--- config.mk ---
export PLATFORM = sky130hd
export DESIGN_NAME = explicit_receive_frame_builder
export DESIGN_NICKNAME = d
export VERILOG_FILES = /design/src/hdl/frame_pkg.sv /design/src/hdl/frame_links.sv /design/src/hdl/explicit_receive_frame_builder.sv /design/src/hdl/frame_checksum.sv /design/src/hdl/frame_regs.sv
export VERILOG_INCLUDE_DIRS = /design/src /design/src/hdl
export SDC_FILE = /design/constraint.sdc
export NUM_CORES = 1
export LEC_CHECK = 0
export BUFFER_PORTS_ARGS = -buffer_cell sky130_fd_sc_hd__buf_2
export CORE_ASPECT_RATIO = 0.6
export CORE_MARGIN = 2
export CORE_UTILIZATION = 35
export CTS_BUF_LIST = sky130_fd_sc_hd__clkbuf_4 sky130_fd_sc_hd__clkbuf_8 sky130_fd_sc_hd__clkbuf_16
export DETAILED_ROUTE_END_ITERATION = 16
export HOLD_SLACK_MARGIN = 0.12
export PLACE_DENSITY = 0.59
export SKIP_CTS_REPAIR_TIMING = 1
export SLEW_MARGIN = 20
export SYNTH_ARGS = -nofsm -noshare
export SYNTH_HDL_FRONTEND = slang
export SYNTH_SLANG_ARGS = --single-unit
--- constraint.sdc ---
create_clock -name clk_i -period 6.9 [get_ports clk_i]
set_input_delay 0.345 -clock clk_i [delete_from_list [all_inputs] [get_ports clk_i]]
set_output_delay 0.345 -clock clk_i [all_outputs]
set_load 0.02 [all_outputs]
--- src/hdl/rx_frame_defines.svh ---
// Constants for the explicit receive frame builder: codes, offsets, masks, register map
`ifndef RX_FRAME_DEFINES_SVH
`define RX_FRAME_DEFINES_SVH

// ********************************
// Frame codes and layout
// ********************************
`define START_DELIM       8'h7E
`define TYPE_EXPLICIT     8'h91
`define TYPE_STANDARD     8'h90
`define HDR_LEN_EXPLICIT  5'd21
`define HDR_LEN_STANDARD  5'd15
`define OFS_LEN_HI        5'd1
`define OFS_LEN_LO        5'd2
`define OFS_TYPE          5'd3
`define OFS_SRC64         5'd4
`define OFS_SRC_EP        5'd14
`define OFS_OPTIONS       5'd20
`define CSUM_FIRST_OFS    5'd3
`define CSUM_BASE         8'hFF

// ********************************
// Receive options handling
// ********************************
`define OPT_EXPLICIT_BIT  1
`define EP_VENDOR_LO      8'hDC
`define EP_VENDOR_HI      8'hEE
`define OPT_MASK_VENDOR   8'hF3
`define OPT_MASK_OTHER    8'h03

// ********************************
// Register map (byte addresses) and resets
// ********************************
`define REG_CTRL          4'h0
`define REG_STATUS        4'h4
`define REG_FRAMES        4'h8
`define REG_DROPS         4'hC
`define CTRL_RESET        8'h00

`endif
--- src/hdl/frame_pkg.sv ---
// Types shared by the explicit receive frame builder modules
package frame_pkg;
    typedef enum logic [2:0] {ST_IDLE, ST_HDR, ST_PAY, ST_CSUM, ST_DRAIN} frame_state_e;
    typedef logic [7:0] byte_t;
    typedef struct packed {
        logic [63:0] src64;
        logic [15:0] src16;
        byte_t       src_ep;
        byte_t       dst_ep;
        logic [15:0] cluster;
        logic [15:0] profile;
        byte_t       options;
        logic [15:0] pay_len;
    } rx_fields_s;
endpackage : frame_pkg

--- src/hdl/frame_links.sv ---
// Interfaces between the frame builder core, its checksum unit and its register block
`timescale 1ns/100ps
`default_nettype none

// Byte feed into the checksum accumulator
interface sum_if;
    logic       clear;
    logic       fire;
    logic [7:0] data;
    logic [7:0] chk;
    modport feed (output clear, output fire, output data, input chk);
    modport acc  (input clear, input fire, input data, output chk);
endinterface : sum_if

// Configuration and status between core and register block
interface cfg_if;
    logic [7:0] option;
    logic       frame_done;
    logic       drop;
    logic       busy;
    logic       explicit_mode;
    modport core (input option, output frame_done, output drop, output busy,
                  output explicit_mode);
    modport regs (output option, input frame_done, input drop, input busy,
                  input explicit_mode);
endinterface : cfg_if

`default_nettype wire

--- src/hdl/explicit_receive_frame_builder.sv ---
// Receive frame builder: explicit (or standard) receive frames out to the host serial stream
`timescale 1ns/100ps
`default_nettype none
`include "rx_frame_defines.svh"

module explicit_receive_frame_builder #(
    parameter logic [15:0] MAX_PAYLOAD = 16'd65517
) (
    // Clock and reset
    input  wire logic                clk_i,
    input  wire logic                rst_b_i,
    // Avalon-MM register port
    input  wire logic [3:0]          avs_address_i,
    input  wire logic                avs_read_i,
    input  wire logic                avs_write_i,
    input  wire logic [31:0]         avs_writedata_i,
    output var  logic [31:0]         avs_readdata_o,
    output var  logic                avs_waitrequest_o,
    // Received packet descriptor
    input  wire logic                pkt_valid_i,
    output var  logic                pkt_ready_o,
    input  wire logic [63:0]         pkt_src64_i,
    input  wire logic [15:0]         pkt_src16_i,
    input  wire frame_pkg::byte_t    pkt_src_ep_i,
    input  wire frame_pkg::byte_t    pkt_dst_ep_i,
    input  wire logic [15:0]         pkt_cluster_i,
    input  wire logic [15:0]         pkt_profile_i,
    input  wire frame_pkg::byte_t    pkt_options_i,
    input  wire logic                pkt_zdo_i,
    input  wire logic [15:0]         pkt_len_i,
    // Payload byte stream
    input  wire logic                pay_valid_i,
    input  wire frame_pkg::byte_t    pay_data_i,
    output var  logic                pay_ready_o,
    // Host serial byte stream
    output var  logic                ser_valid_o,
    output var  frame_pkg::byte_t    ser_data_o,
    output var  logic                ser_last_o,
    input  wire logic                ser_ready_i
);
    import frame_pkg::*;

    // ********************************
    // Declarations
    // ********************************
    frame_state_e state_reg;
    frame_state_e state_next;
    rx_fields_s   fld_reg;
    logic [4:0]   hdr_idx_reg;
    logic [15:0]  pay_left_reg;
    logic         explicit_reg;
    logic         pkt_ready_reg;
    logic         pay_ready_reg;
    logic         ser_valid_reg;
    byte_t        ser_data_reg;
    logic         ser_last_reg;

    logic         slot_free;
    logic         pkt_take;
    logic         pay_take;
    logic         explicit_sel;
    logic         drop_pkt;
    logic [4:0]   hdr_len;
    logic         hdr_last;
    logic [15:0]  frame_len;
    logic         ep_vendor;
    byte_t        opts_eff;
    logic [167:0] hdr_vec;
    logic [167:0] hdr_shift;
    byte_t        hdr_byte;
    logic         hdr_load;
    logic         pay_load;
    logic         csum_load;
    logic         ser_fire;
    byte_t        ser_data_next;

    sum_if sum ();
    cfg_if cfg ();

    // ********************************
    // Submodules
    // ********************************
    frame_checksum u_checksum (
        .clk_i   (clk_i),
        .rst_b_i (rst_b_i),
        .sum     (sum.acc)
    );

    frame_regs u_regs (
        .clk_i             (clk_i),
        .rst_b_i           (rst_b_i),
        .avs_address_i     (avs_address_i),
        .avs_read_i        (avs_read_i),
        .avs_write_i       (avs_write_i),
        .avs_writedata_i   (avs_writedata_i),
        .avs_readdata_o    (avs_readdata_o),
        .avs_waitrequest_o (avs_waitrequest_o),
        .cfg               (cfg.regs)
    );

    // ********************************
    // Handshakes and packet admission
    // ********************************
    // Same-clock partners, so no synchronisers on these strobes
    assign slot_free    = !ser_valid_reg || ser_ready_i;
    assign pkt_take     = pkt_valid_i && pkt_ready_reg;
    assign pay_take     = pay_valid_i && pay_ready_reg;
    assign explicit_sel = cfg.option[`OPT_EXPLICIT_BIT];
    // ZDO answers only make sense as explicit frames; oversize would wrap the length
    assign drop_pkt     = (pkt_zdo_i && !explicit_sel) || (pkt_len_i > MAX_PAYLOAD);

    // ********************************
    // Header assembly
    // ********************************
    assign hdr_len   = explicit_reg ? `HDR_LEN_EXPLICIT : `HDR_LEN_STANDARD;
    assign hdr_last  = (hdr_idx_reg == hdr_len - 5'd1);
    assign frame_len = {11'd0, hdr_len} - 16'd3 + fld_reg.pay_len;
    // Flag meanings hold on the vendor endpoint range and in standard frames; elsewhere ack/broadcast
    assign ep_vendor = (fld_reg.dst_ep >= `EP_VENDOR_LO) && (fld_reg.dst_ep <= `EP_VENDOR_HI);
    assign opts_eff  = (ep_vendor || !explicit_reg) ? (fld_reg.options & `OPT_MASK_VENDOR)
                                                     : (fld_reg.options & `OPT_MASK_OTHER);
    // All header fields go out MSB first; payload passes untouched so ZDO stays LSB first
    assign hdr_vec = explicit_reg ?
        {`START_DELIM, frame_len, `TYPE_EXPLICIT, fld_reg.src64, fld_reg.src16,
         fld_reg.src_ep, fld_reg.dst_ep, fld_reg.cluster, fld_reg.profile,
         opts_eff} :
        {`START_DELIM, frame_len, `TYPE_STANDARD, fld_reg.src64, fld_reg.src16,
         opts_eff, 48'h0000_0000_0000};
    assign hdr_shift = hdr_vec << {hdr_idx_reg, 3'b000};
    assign hdr_byte  = hdr_shift[167:160];

    // ********************************
    // Output byte selection
    // ********************************
    assign hdr_load  = (state_reg == ST_HDR) && slot_free;
    assign pay_load  = (state_reg == ST_PAY) && pay_take;
    assign csum_load = (state_reg == ST_CSUM) && slot_free;
    assign ser_fire  = hdr_load || pay_load || csum_load;
    assign ser_data_next = hdr_load ? hdr_byte :
                           pay_load ? pay_data_i : sum.chk;

    // Checksum feed: everything from the type byte up to the checksum
    assign sum.clear = pkt_take;
    assign sum.fire  = (hdr_load && hdr_idx_reg >= `CSUM_FIRST_OFS) || pay_load;
    assign sum.data  = hdr_load ? hdr_byte : pay_data_i;

    // Status toward the register block
    assign cfg.frame_done    = csum_load && ser_fire;
    assign cfg.drop          = pkt_take && drop_pkt;
    assign cfg.busy          = (state_reg != ST_IDLE);
    assign cfg.explicit_mode = explicit_reg;

    // ********************************
    // Frame sequencer
    // ********************************
    // Next state of the sequencer
    always_comb begin
        state_next = state_reg;
        case (state_reg)
            ST_IDLE: begin
                if (pkt_take && drop_pkt) begin
                    state_next = (pkt_len_i == 16'h0000) ? ST_IDLE : ST_DRAIN;
                end else if (pkt_take) begin
                    state_next = ST_HDR;
                end
            end
            ST_HDR: begin
                if (hdr_load && hdr_last) begin
                    state_next = (fld_reg.pay_len == 16'h0000) ? ST_CSUM : ST_PAY;
                end
            end
            ST_PAY: begin
                if (pay_take && pay_left_reg == 16'h0001) begin
                    state_next = ST_CSUM;
                end
            end
            ST_CSUM: begin
                if (csum_load) begin
                    state_next = ST_IDLE;
                end
            end
            ST_DRAIN: begin
                if (pay_take && pay_left_reg == 16'h0001) begin
                    state_next = ST_IDLE;
                end
            end
            default: begin
                state_next = ST_IDLE;
            end
        endcase
    end

    // State, field capture and counters
    always_ff @(posedge clk_i) begin
        if (!rst_b_i) begin
            state_reg    <= ST_IDLE;
            fld_reg      <= '0;
            hdr_idx_reg  <= 5'd0;
            pay_left_reg <= 16'h0000;
            explicit_reg <= 1'b0;
        end else begin
            state_reg <= state_next;
            if (pkt_take) begin
                fld_reg      <= {pkt_src64_i, pkt_src16_i, pkt_src_ep_i, pkt_dst_ep_i,
                                 pkt_cluster_i, pkt_profile_i, pkt_options_i, pkt_len_i};
                explicit_reg <= explicit_sel;
                pay_left_reg <= pkt_len_i;
                hdr_idx_reg  <= 5'd0;
            end else begin
                if (hdr_load) begin
                    hdr_idx_reg <= hdr_idx_reg + 5'd1;
                end
                if (pay_take) begin
                    pay_left_reg <= pay_left_reg - 16'h0001;
                end
            end
        end
    end

    // Handshake outputs; in ST_PAY payload ready is raised only once the output slot is free, in ST_DRAIN at once
    always_ff @(posedge clk_i) begin
        if (!rst_b_i) begin
            pkt_ready_reg <= 1'b0;
            pay_ready_reg <= 1'b0;
        end else begin
            pkt_ready_reg <= (state_next == ST_IDLE) && !pkt_take;
            pay_ready_reg <= ((state_reg == ST_PAY) && !pay_take && (pay_ready_reg || slot_free))
                          || ((state_reg == ST_DRAIN) && !(pay_take && pay_left_reg == 16'h0001));
        end
    end

    // Serial output register holds a byte until the host takes it
    always_ff @(posedge clk_i) begin
        if (!rst_b_i) begin
            ser_valid_reg <= 1'b0;
            ser_data_reg  <= 8'h00;
            ser_last_reg  <= 1'b0;
        end else begin
            ser_valid_reg <= ser_fire || (ser_valid_reg && !ser_ready_i);
            if (ser_fire) begin
                ser_data_reg <= ser_data_next;
                ser_last_reg <= csum_load;
            end
        end
    end

    assign pkt_ready_o = pkt_ready_reg;
    assign pay_ready_o = pay_ready_reg;
    assign ser_valid_o = ser_valid_reg;
    assign ser_data_o  = ser_data_reg;
    assign ser_last_o  = ser_last_reg;

    // Helper: reference sum of accepted bytes from offset three on
    logic [15:0] chk_ofs_reg;
    byte_t       chk_sum_reg;
    always_ff @(posedge clk_i) begin
        if (!rst_b_i) begin
            chk_ofs_reg <= 16'h0000;
            chk_sum_reg <= 8'h00;
        end else if (ser_valid_o && ser_ready_i) begin
            chk_ofs_reg <= ser_last_o ? 16'h0000 : chk_ofs_reg + 16'h0001;
            chk_sum_reg <= ser_last_o ? 8'h00 :
                           (chk_ofs_reg >= 16'd3) ? chk_sum_reg + ser_data_o : chk_sum_reg;
        end
    end
endmodule : explicit_receive_frame_builder

`default_nettype wire

--- src/hdl/frame_checksum.sv ---
// Running checksum of the bytes from the frame type onward
`timescale 1ns/100ps
`default_nettype none
`include "rx_frame_defines.svh"

module frame_checksum (
    // Clock and reset
    input  wire logic clk_i,
    input  wire logic rst_b_i,
    // Byte feed
    sum_if.acc        sum
);
    import frame_pkg::*;

    byte_t acc_reg;

    // Sum wraps naturally at eight bits
    always_ff @(posedge clk_i) begin
        if (!rst_b_i || sum.clear) begin
            acc_reg <= 8'h00;
        end else if (sum.fire) begin
            acc_reg <= acc_reg + sum.data;
        end
    end

    assign sum.chk = `CSUM_BASE - acc_reg;
endmodule : frame_checksum

`default_nettype wire

--- src/hdl/frame_regs.sv ---
// Avalon-MM register block: output option setting and frame status
`timescale 1ns/100ps
`default_nettype none
`include "rx_frame_defines.svh"

module frame_regs (
    // Clock and reset
    input  wire logic        clk_i,
    input  wire logic        rst_b_i,
    // Avalon-MM slave
    input  wire logic [3:0]  avs_address_i,
    input  wire logic        avs_read_i,
    input  wire logic        avs_write_i,
    input  wire logic [31:0] avs_writedata_i,
    output var  logic [31:0] avs_readdata_o,
    output var  logic        avs_waitrequest_o,
    // Core side
    cfg_if.regs              cfg
);
    import frame_pkg::*;

    logic [7:0]  option_reg;
    logic [15:0] frames_reg;
    logic [15:0] drops_reg;
    logic        answer_w;
    logic        commit_w;
    logic [31:0] rd_mux_w;

    // One wait cycle, then the answer; writes land only on the answer edge
    assign answer_w = (avs_read_i || avs_write_i) && avs_waitrequest_o;
    assign commit_w = avs_write_i && !avs_waitrequest_o;
    assign rd_mux_w = (avs_address_i == `REG_CTRL)   ? {24'h00_0000, option_reg} :
                      (avs_address_i == `REG_STATUS) ? {30'h0000_0000, cfg.explicit_mode,
                                                        cfg.busy} :
                      (avs_address_i == `REG_FRAMES) ? {16'h0000, frames_reg} :
                      (avs_address_i == `REG_DROPS)  ? {16'h0000, drops_reg} :
                      32'h0000_0000;
    assign cfg.option = option_reg;

    // Bus handshake and read data
    always_ff @(posedge clk_i) begin
        if (!rst_b_i) begin
            avs_waitrequest_o <= 1'b1;
            avs_readdata_o    <= 32'h0000_0000;
        end else begin
            avs_waitrequest_o <= !answer_w;
            if (answer_w) begin
                avs_readdata_o <= rd_mux_w;
            end
        end
    end

    // Option setting and event counters; counters wrap
    always_ff @(posedge clk_i) begin
        if (!rst_b_i) begin
            option_reg <= `CTRL_RESET;
            frames_reg <= 16'h0000;
            drops_reg  <= 16'h0000;
        end else begin
            if (commit_w && avs_address_i == `REG_CTRL) begin
                option_reg <= avs_writedata_i[7:0];
            end
            if (cfg.frame_done) begin
                frames_reg <= frames_reg + 16'h0001;
            end
            if (cfg.drop) begin
                drops_reg <= drops_reg + 16'h0001;
            end
        end
    end
endmodule : frame_regs

`default_nettype wire

==> results.ini <==
[sta]
fin_setup_tns_ns = 0
max_slew.worst_pin.slew_ns = 1.02
fin_crit_sh_pct = 77.7
setup_viol_count_final = 0
relSlewSlack_pct = 31.9
rsz0062_at_grt = no
drv_slew = 0
max_clock_freq_ghz = 0.186
period_needed_ns = 5.36
hold_violations = 0
clock_skew_ns = 0.00722

[clocking]
htreeDepth = 1
clk_path_buf_depth = 3
worstSkewPairLatency_ns = 0.54
clk_pin_slew_worst_paths_ns = 0.07
root_buffer = clkbuf_16
numCtsBuffers = 26
cts_sinks = 252
cts_tree = yes

[route]
antenna_left = 0
vias_per_cell = 5.19
postRouteWirelength_mm = 39.2
vias = 11657
first_iter_violations = 959
routedWlPerCell_um = 17.4
firstDrtPassIters = 5
route.detailed.drc = 0

[layout]
design_area_um2 = 15600
multiInputGateArea_um2 = 6400
final_nets = 1989
largest_reg_flops = 150
ff_latch_area_um2 = 5050
fillers = 3334
syn_to_final_growth_pct = 30.3
layout-drive-gt1-share_pct = 17.1
utilization_pct = 46.3

[synthesis]
synthTopCellsByCount = 368 x nand2_1, 252 x dfxtp_1, 216 x a21oi_1
synth_top_flop_cell = dfxtp_1
synth_most_common_cell = nand2_1
avgSynthCellArea_um2 = 8.08
synth_top_area_share_pct = 42.1
async_flop_share_pct = 0
netlist_area_um2 = 12000
synth_edf_count = 0
synth_area_leaders = dfxtp_1 42%, nand2_1 12%, a21oi_1 9.0%
syn_inst = 1483
yosysTopAreaCell = dfxtp_1
ys_ff_latch = 252
yosys_warnings = 0
seq_area_frac_synth_pct = 42.1
synth.distinct_cells = 71

[min_path]
hp-start = pkt_len_i[11]
hold_class = primary input to flip-flop
hold_end = pay_left_reg[11]
min_path_cells = 3

[setup_path]
cp_max_fo = 21
crit_path_start_kind = flip-flop
rrSetupSlack_ns = 1.54
worstPathArrival_ns = 5.83
cp-end-kind = flip-flop
path_class = flip-flop to flip-flop
reg2reg_depth = 17
rr_endpoint = u_checksum.acc_reg[7]
rr_startpoint = cfg.explicit_mode
cp.required_ns = 7.37

[die]
io_pins = 249
start_util_pct = 35.6
die_w_um = 243
core_area_um2 = 33700
dieArea_um2 = 35800
num_rows = 52
die_h_um = 147

[power]
p_leak_nw = 6.07
p_total_mw = 3.58
powerDensity_nw_per_um2 = 229
ir_drop_v = 0.000149

[outcome]
status = finished clean

[global_route]
track_usage_pct = 20.3
grt-ovfl-total = 0
antenna_found_initial = 5
grt-busiest-layer = met1
met2_usage_pct = 28.4
grt_util_met1_pct = 30.6
grt_pass1_vias = 10349
grt_max_degree = 136
gr-usage-met3_pct = 5.64
grt_pass1_wl_mm = 57.6

[run]
maxCapViolations = 0

[placed_design]
portBuffers = 206
dp_hpwl_mm = 26.9
gp_congestion = 0.904
dpl_cell_area_um2 = 13200

-- cells by family after synthesis --
| group | count (synthesis) | synth area share (%) |
|---|---|---|
| AOI/OAI and AO/OA | 349 | 17.0 |
| xor gates and xnor gates | 52 | 3.80 |
| adders and majority gates | 18 | 2.00 |
| buffers and inverters | 140 | 5.06 |
| DFF | 252 | 42.1 |
| muxes | 66 | 8.29 |
| other | 1 | 0.0313 |
| and+or+nand+nor | 605 | 21.7 |
-- worst max-delay path by stage --
stage	endpoint	startpoint	cells past startpoint	slack, ns
finish	u_checksum.acc_reg[7]	cfg.explicit_mode	17	1.54
global route	u_checksum.acc_reg[7]	cfg.explicit_mode	17	1.08
CTS	u_checksum.acc_reg[7]	cfg.explicit_mode	17	1.60
detailed placement	u_checksum.acc_reg[7]	cfg.explicit_mode	17	1.65
global placement	u_checksum.acc_reg[7]	cfg.explicit_mode	17	1.72
floorplan	u_checksum.acc_reg[7]	cfg.explicit_mode	19	2.45
-- area by class of cell --
type | count | area share [%]
timing repair buffer | 359 | 16.3
clock buffer | 36 | 4.96
antenna | 2 | 0.0321
multi-input combinational | 1106 | 41.0
clock inverter | 10 | 1.19
inverter | 22 | 0.561
sequential | 252 | 32.3
tap | 459 | 3.68
-- critical path, stage by stage (launching register included) --
cell and delay, ns:
dfxtp_1 0.88, inv_1 0.25, fa_1 0.49, nand3_1 0.14, a21boi_1 0.09, xnor2_1 0.17
o21ai_1 0.08, mux4_2 0.47, a221oi_1 0.61, nor2_1 0.18, ha_1 0.32, a21o_1 0.16
a21oi_1 0.22, o21bai_1 0.12, a2111oi_0 0.56, o22ai_1 0.17, mux2i_1 0.19, mux2i_1 0.19
-- placed cells by master (no fill, tap or decap), drive strengths merged, types with 3 or more instances in the layout --
| master | netlist | layout |
|---|---|---|
| nand2 | 368 | 368 |
| dfxtp | 252 | 252 |
| a21oi | 217 | 217 |
| buf | 39 | 216 |
| dlygate4sd3 | 0 | 143 |
| nor2 | 106 | 106 |
| o21ai | 37 | 37 |
| clkbuf | 79 | 36 |
| mux2i | 34 | 34 |
| nand3 | 27 | 27 |
| xor2 | 27 | 27 |
| mux4 | 26 | 26 |
| xnor2 | 25 | 25 |
| inv | 22 | 22 |
| or3 | 20 | 20 |
| a22oi | 17 | 17 |
| nor4 | 17 | 17 |
| ha | 16 | 16 |
| conb | 1 | 16 |
| nand4 | 14 | 14 |
| nor3 | 14 | 14 |
| a31oi | 11 | 11 |
| a211oi | 9 | 9 |
| and3 | 8 | 8 |
| nand2b | 6 | 6 |
| o211ai | 6 | 6 |
| a221oi | 6 | 6 |
| mux2 | 6 | 6 |
| and2 | 6 | 6 |
| a21o | 5 | 5 |
| and4 | 5 | 5 |
| o221ai | 5 | 5 |
| o211a | 5 | 5 |
| bufinv | 0 | 5 |
| o31ai | 4 | 4 |
| nor2b | 3 | 3 |
| clkinvlp | 0 | 3 |
| a311oi | 3 | 3 |
| or4 | 3 | 3 |
-- where the power goes --
part	switching (mW)	internal [mW]	total (mW)
clock	0.605	0.970	1.58
combinational	0.241	0.190	0.432
sequential	0.0508	1.52	1.57
total	0.898	2.68	3.58
-- per-layer routing --
layer  vias to the layer above  part of all wire, %  wire length [um]
met5                         -                0.061                24
met2                       397                   42             16300
met4                         4                  1.9               725
met3                        62                  8.4              3270
li1                       5693                    -                 -
met1                      5501                   48             18800
-- per-stage QoR --
step	cells	setup slack, ns	hold WS (ns)
after floorplan	1498	2.45	0.432
after global placement	2055	1.72	0.440
after detailed placement	2055	1.65	0.446
after CTS	2101	1.60	0.0110
after global routing	2244	1.08	0.121
final	2246	1.54	0.105
Note: power is estimated with default switching activity, not from simulation.
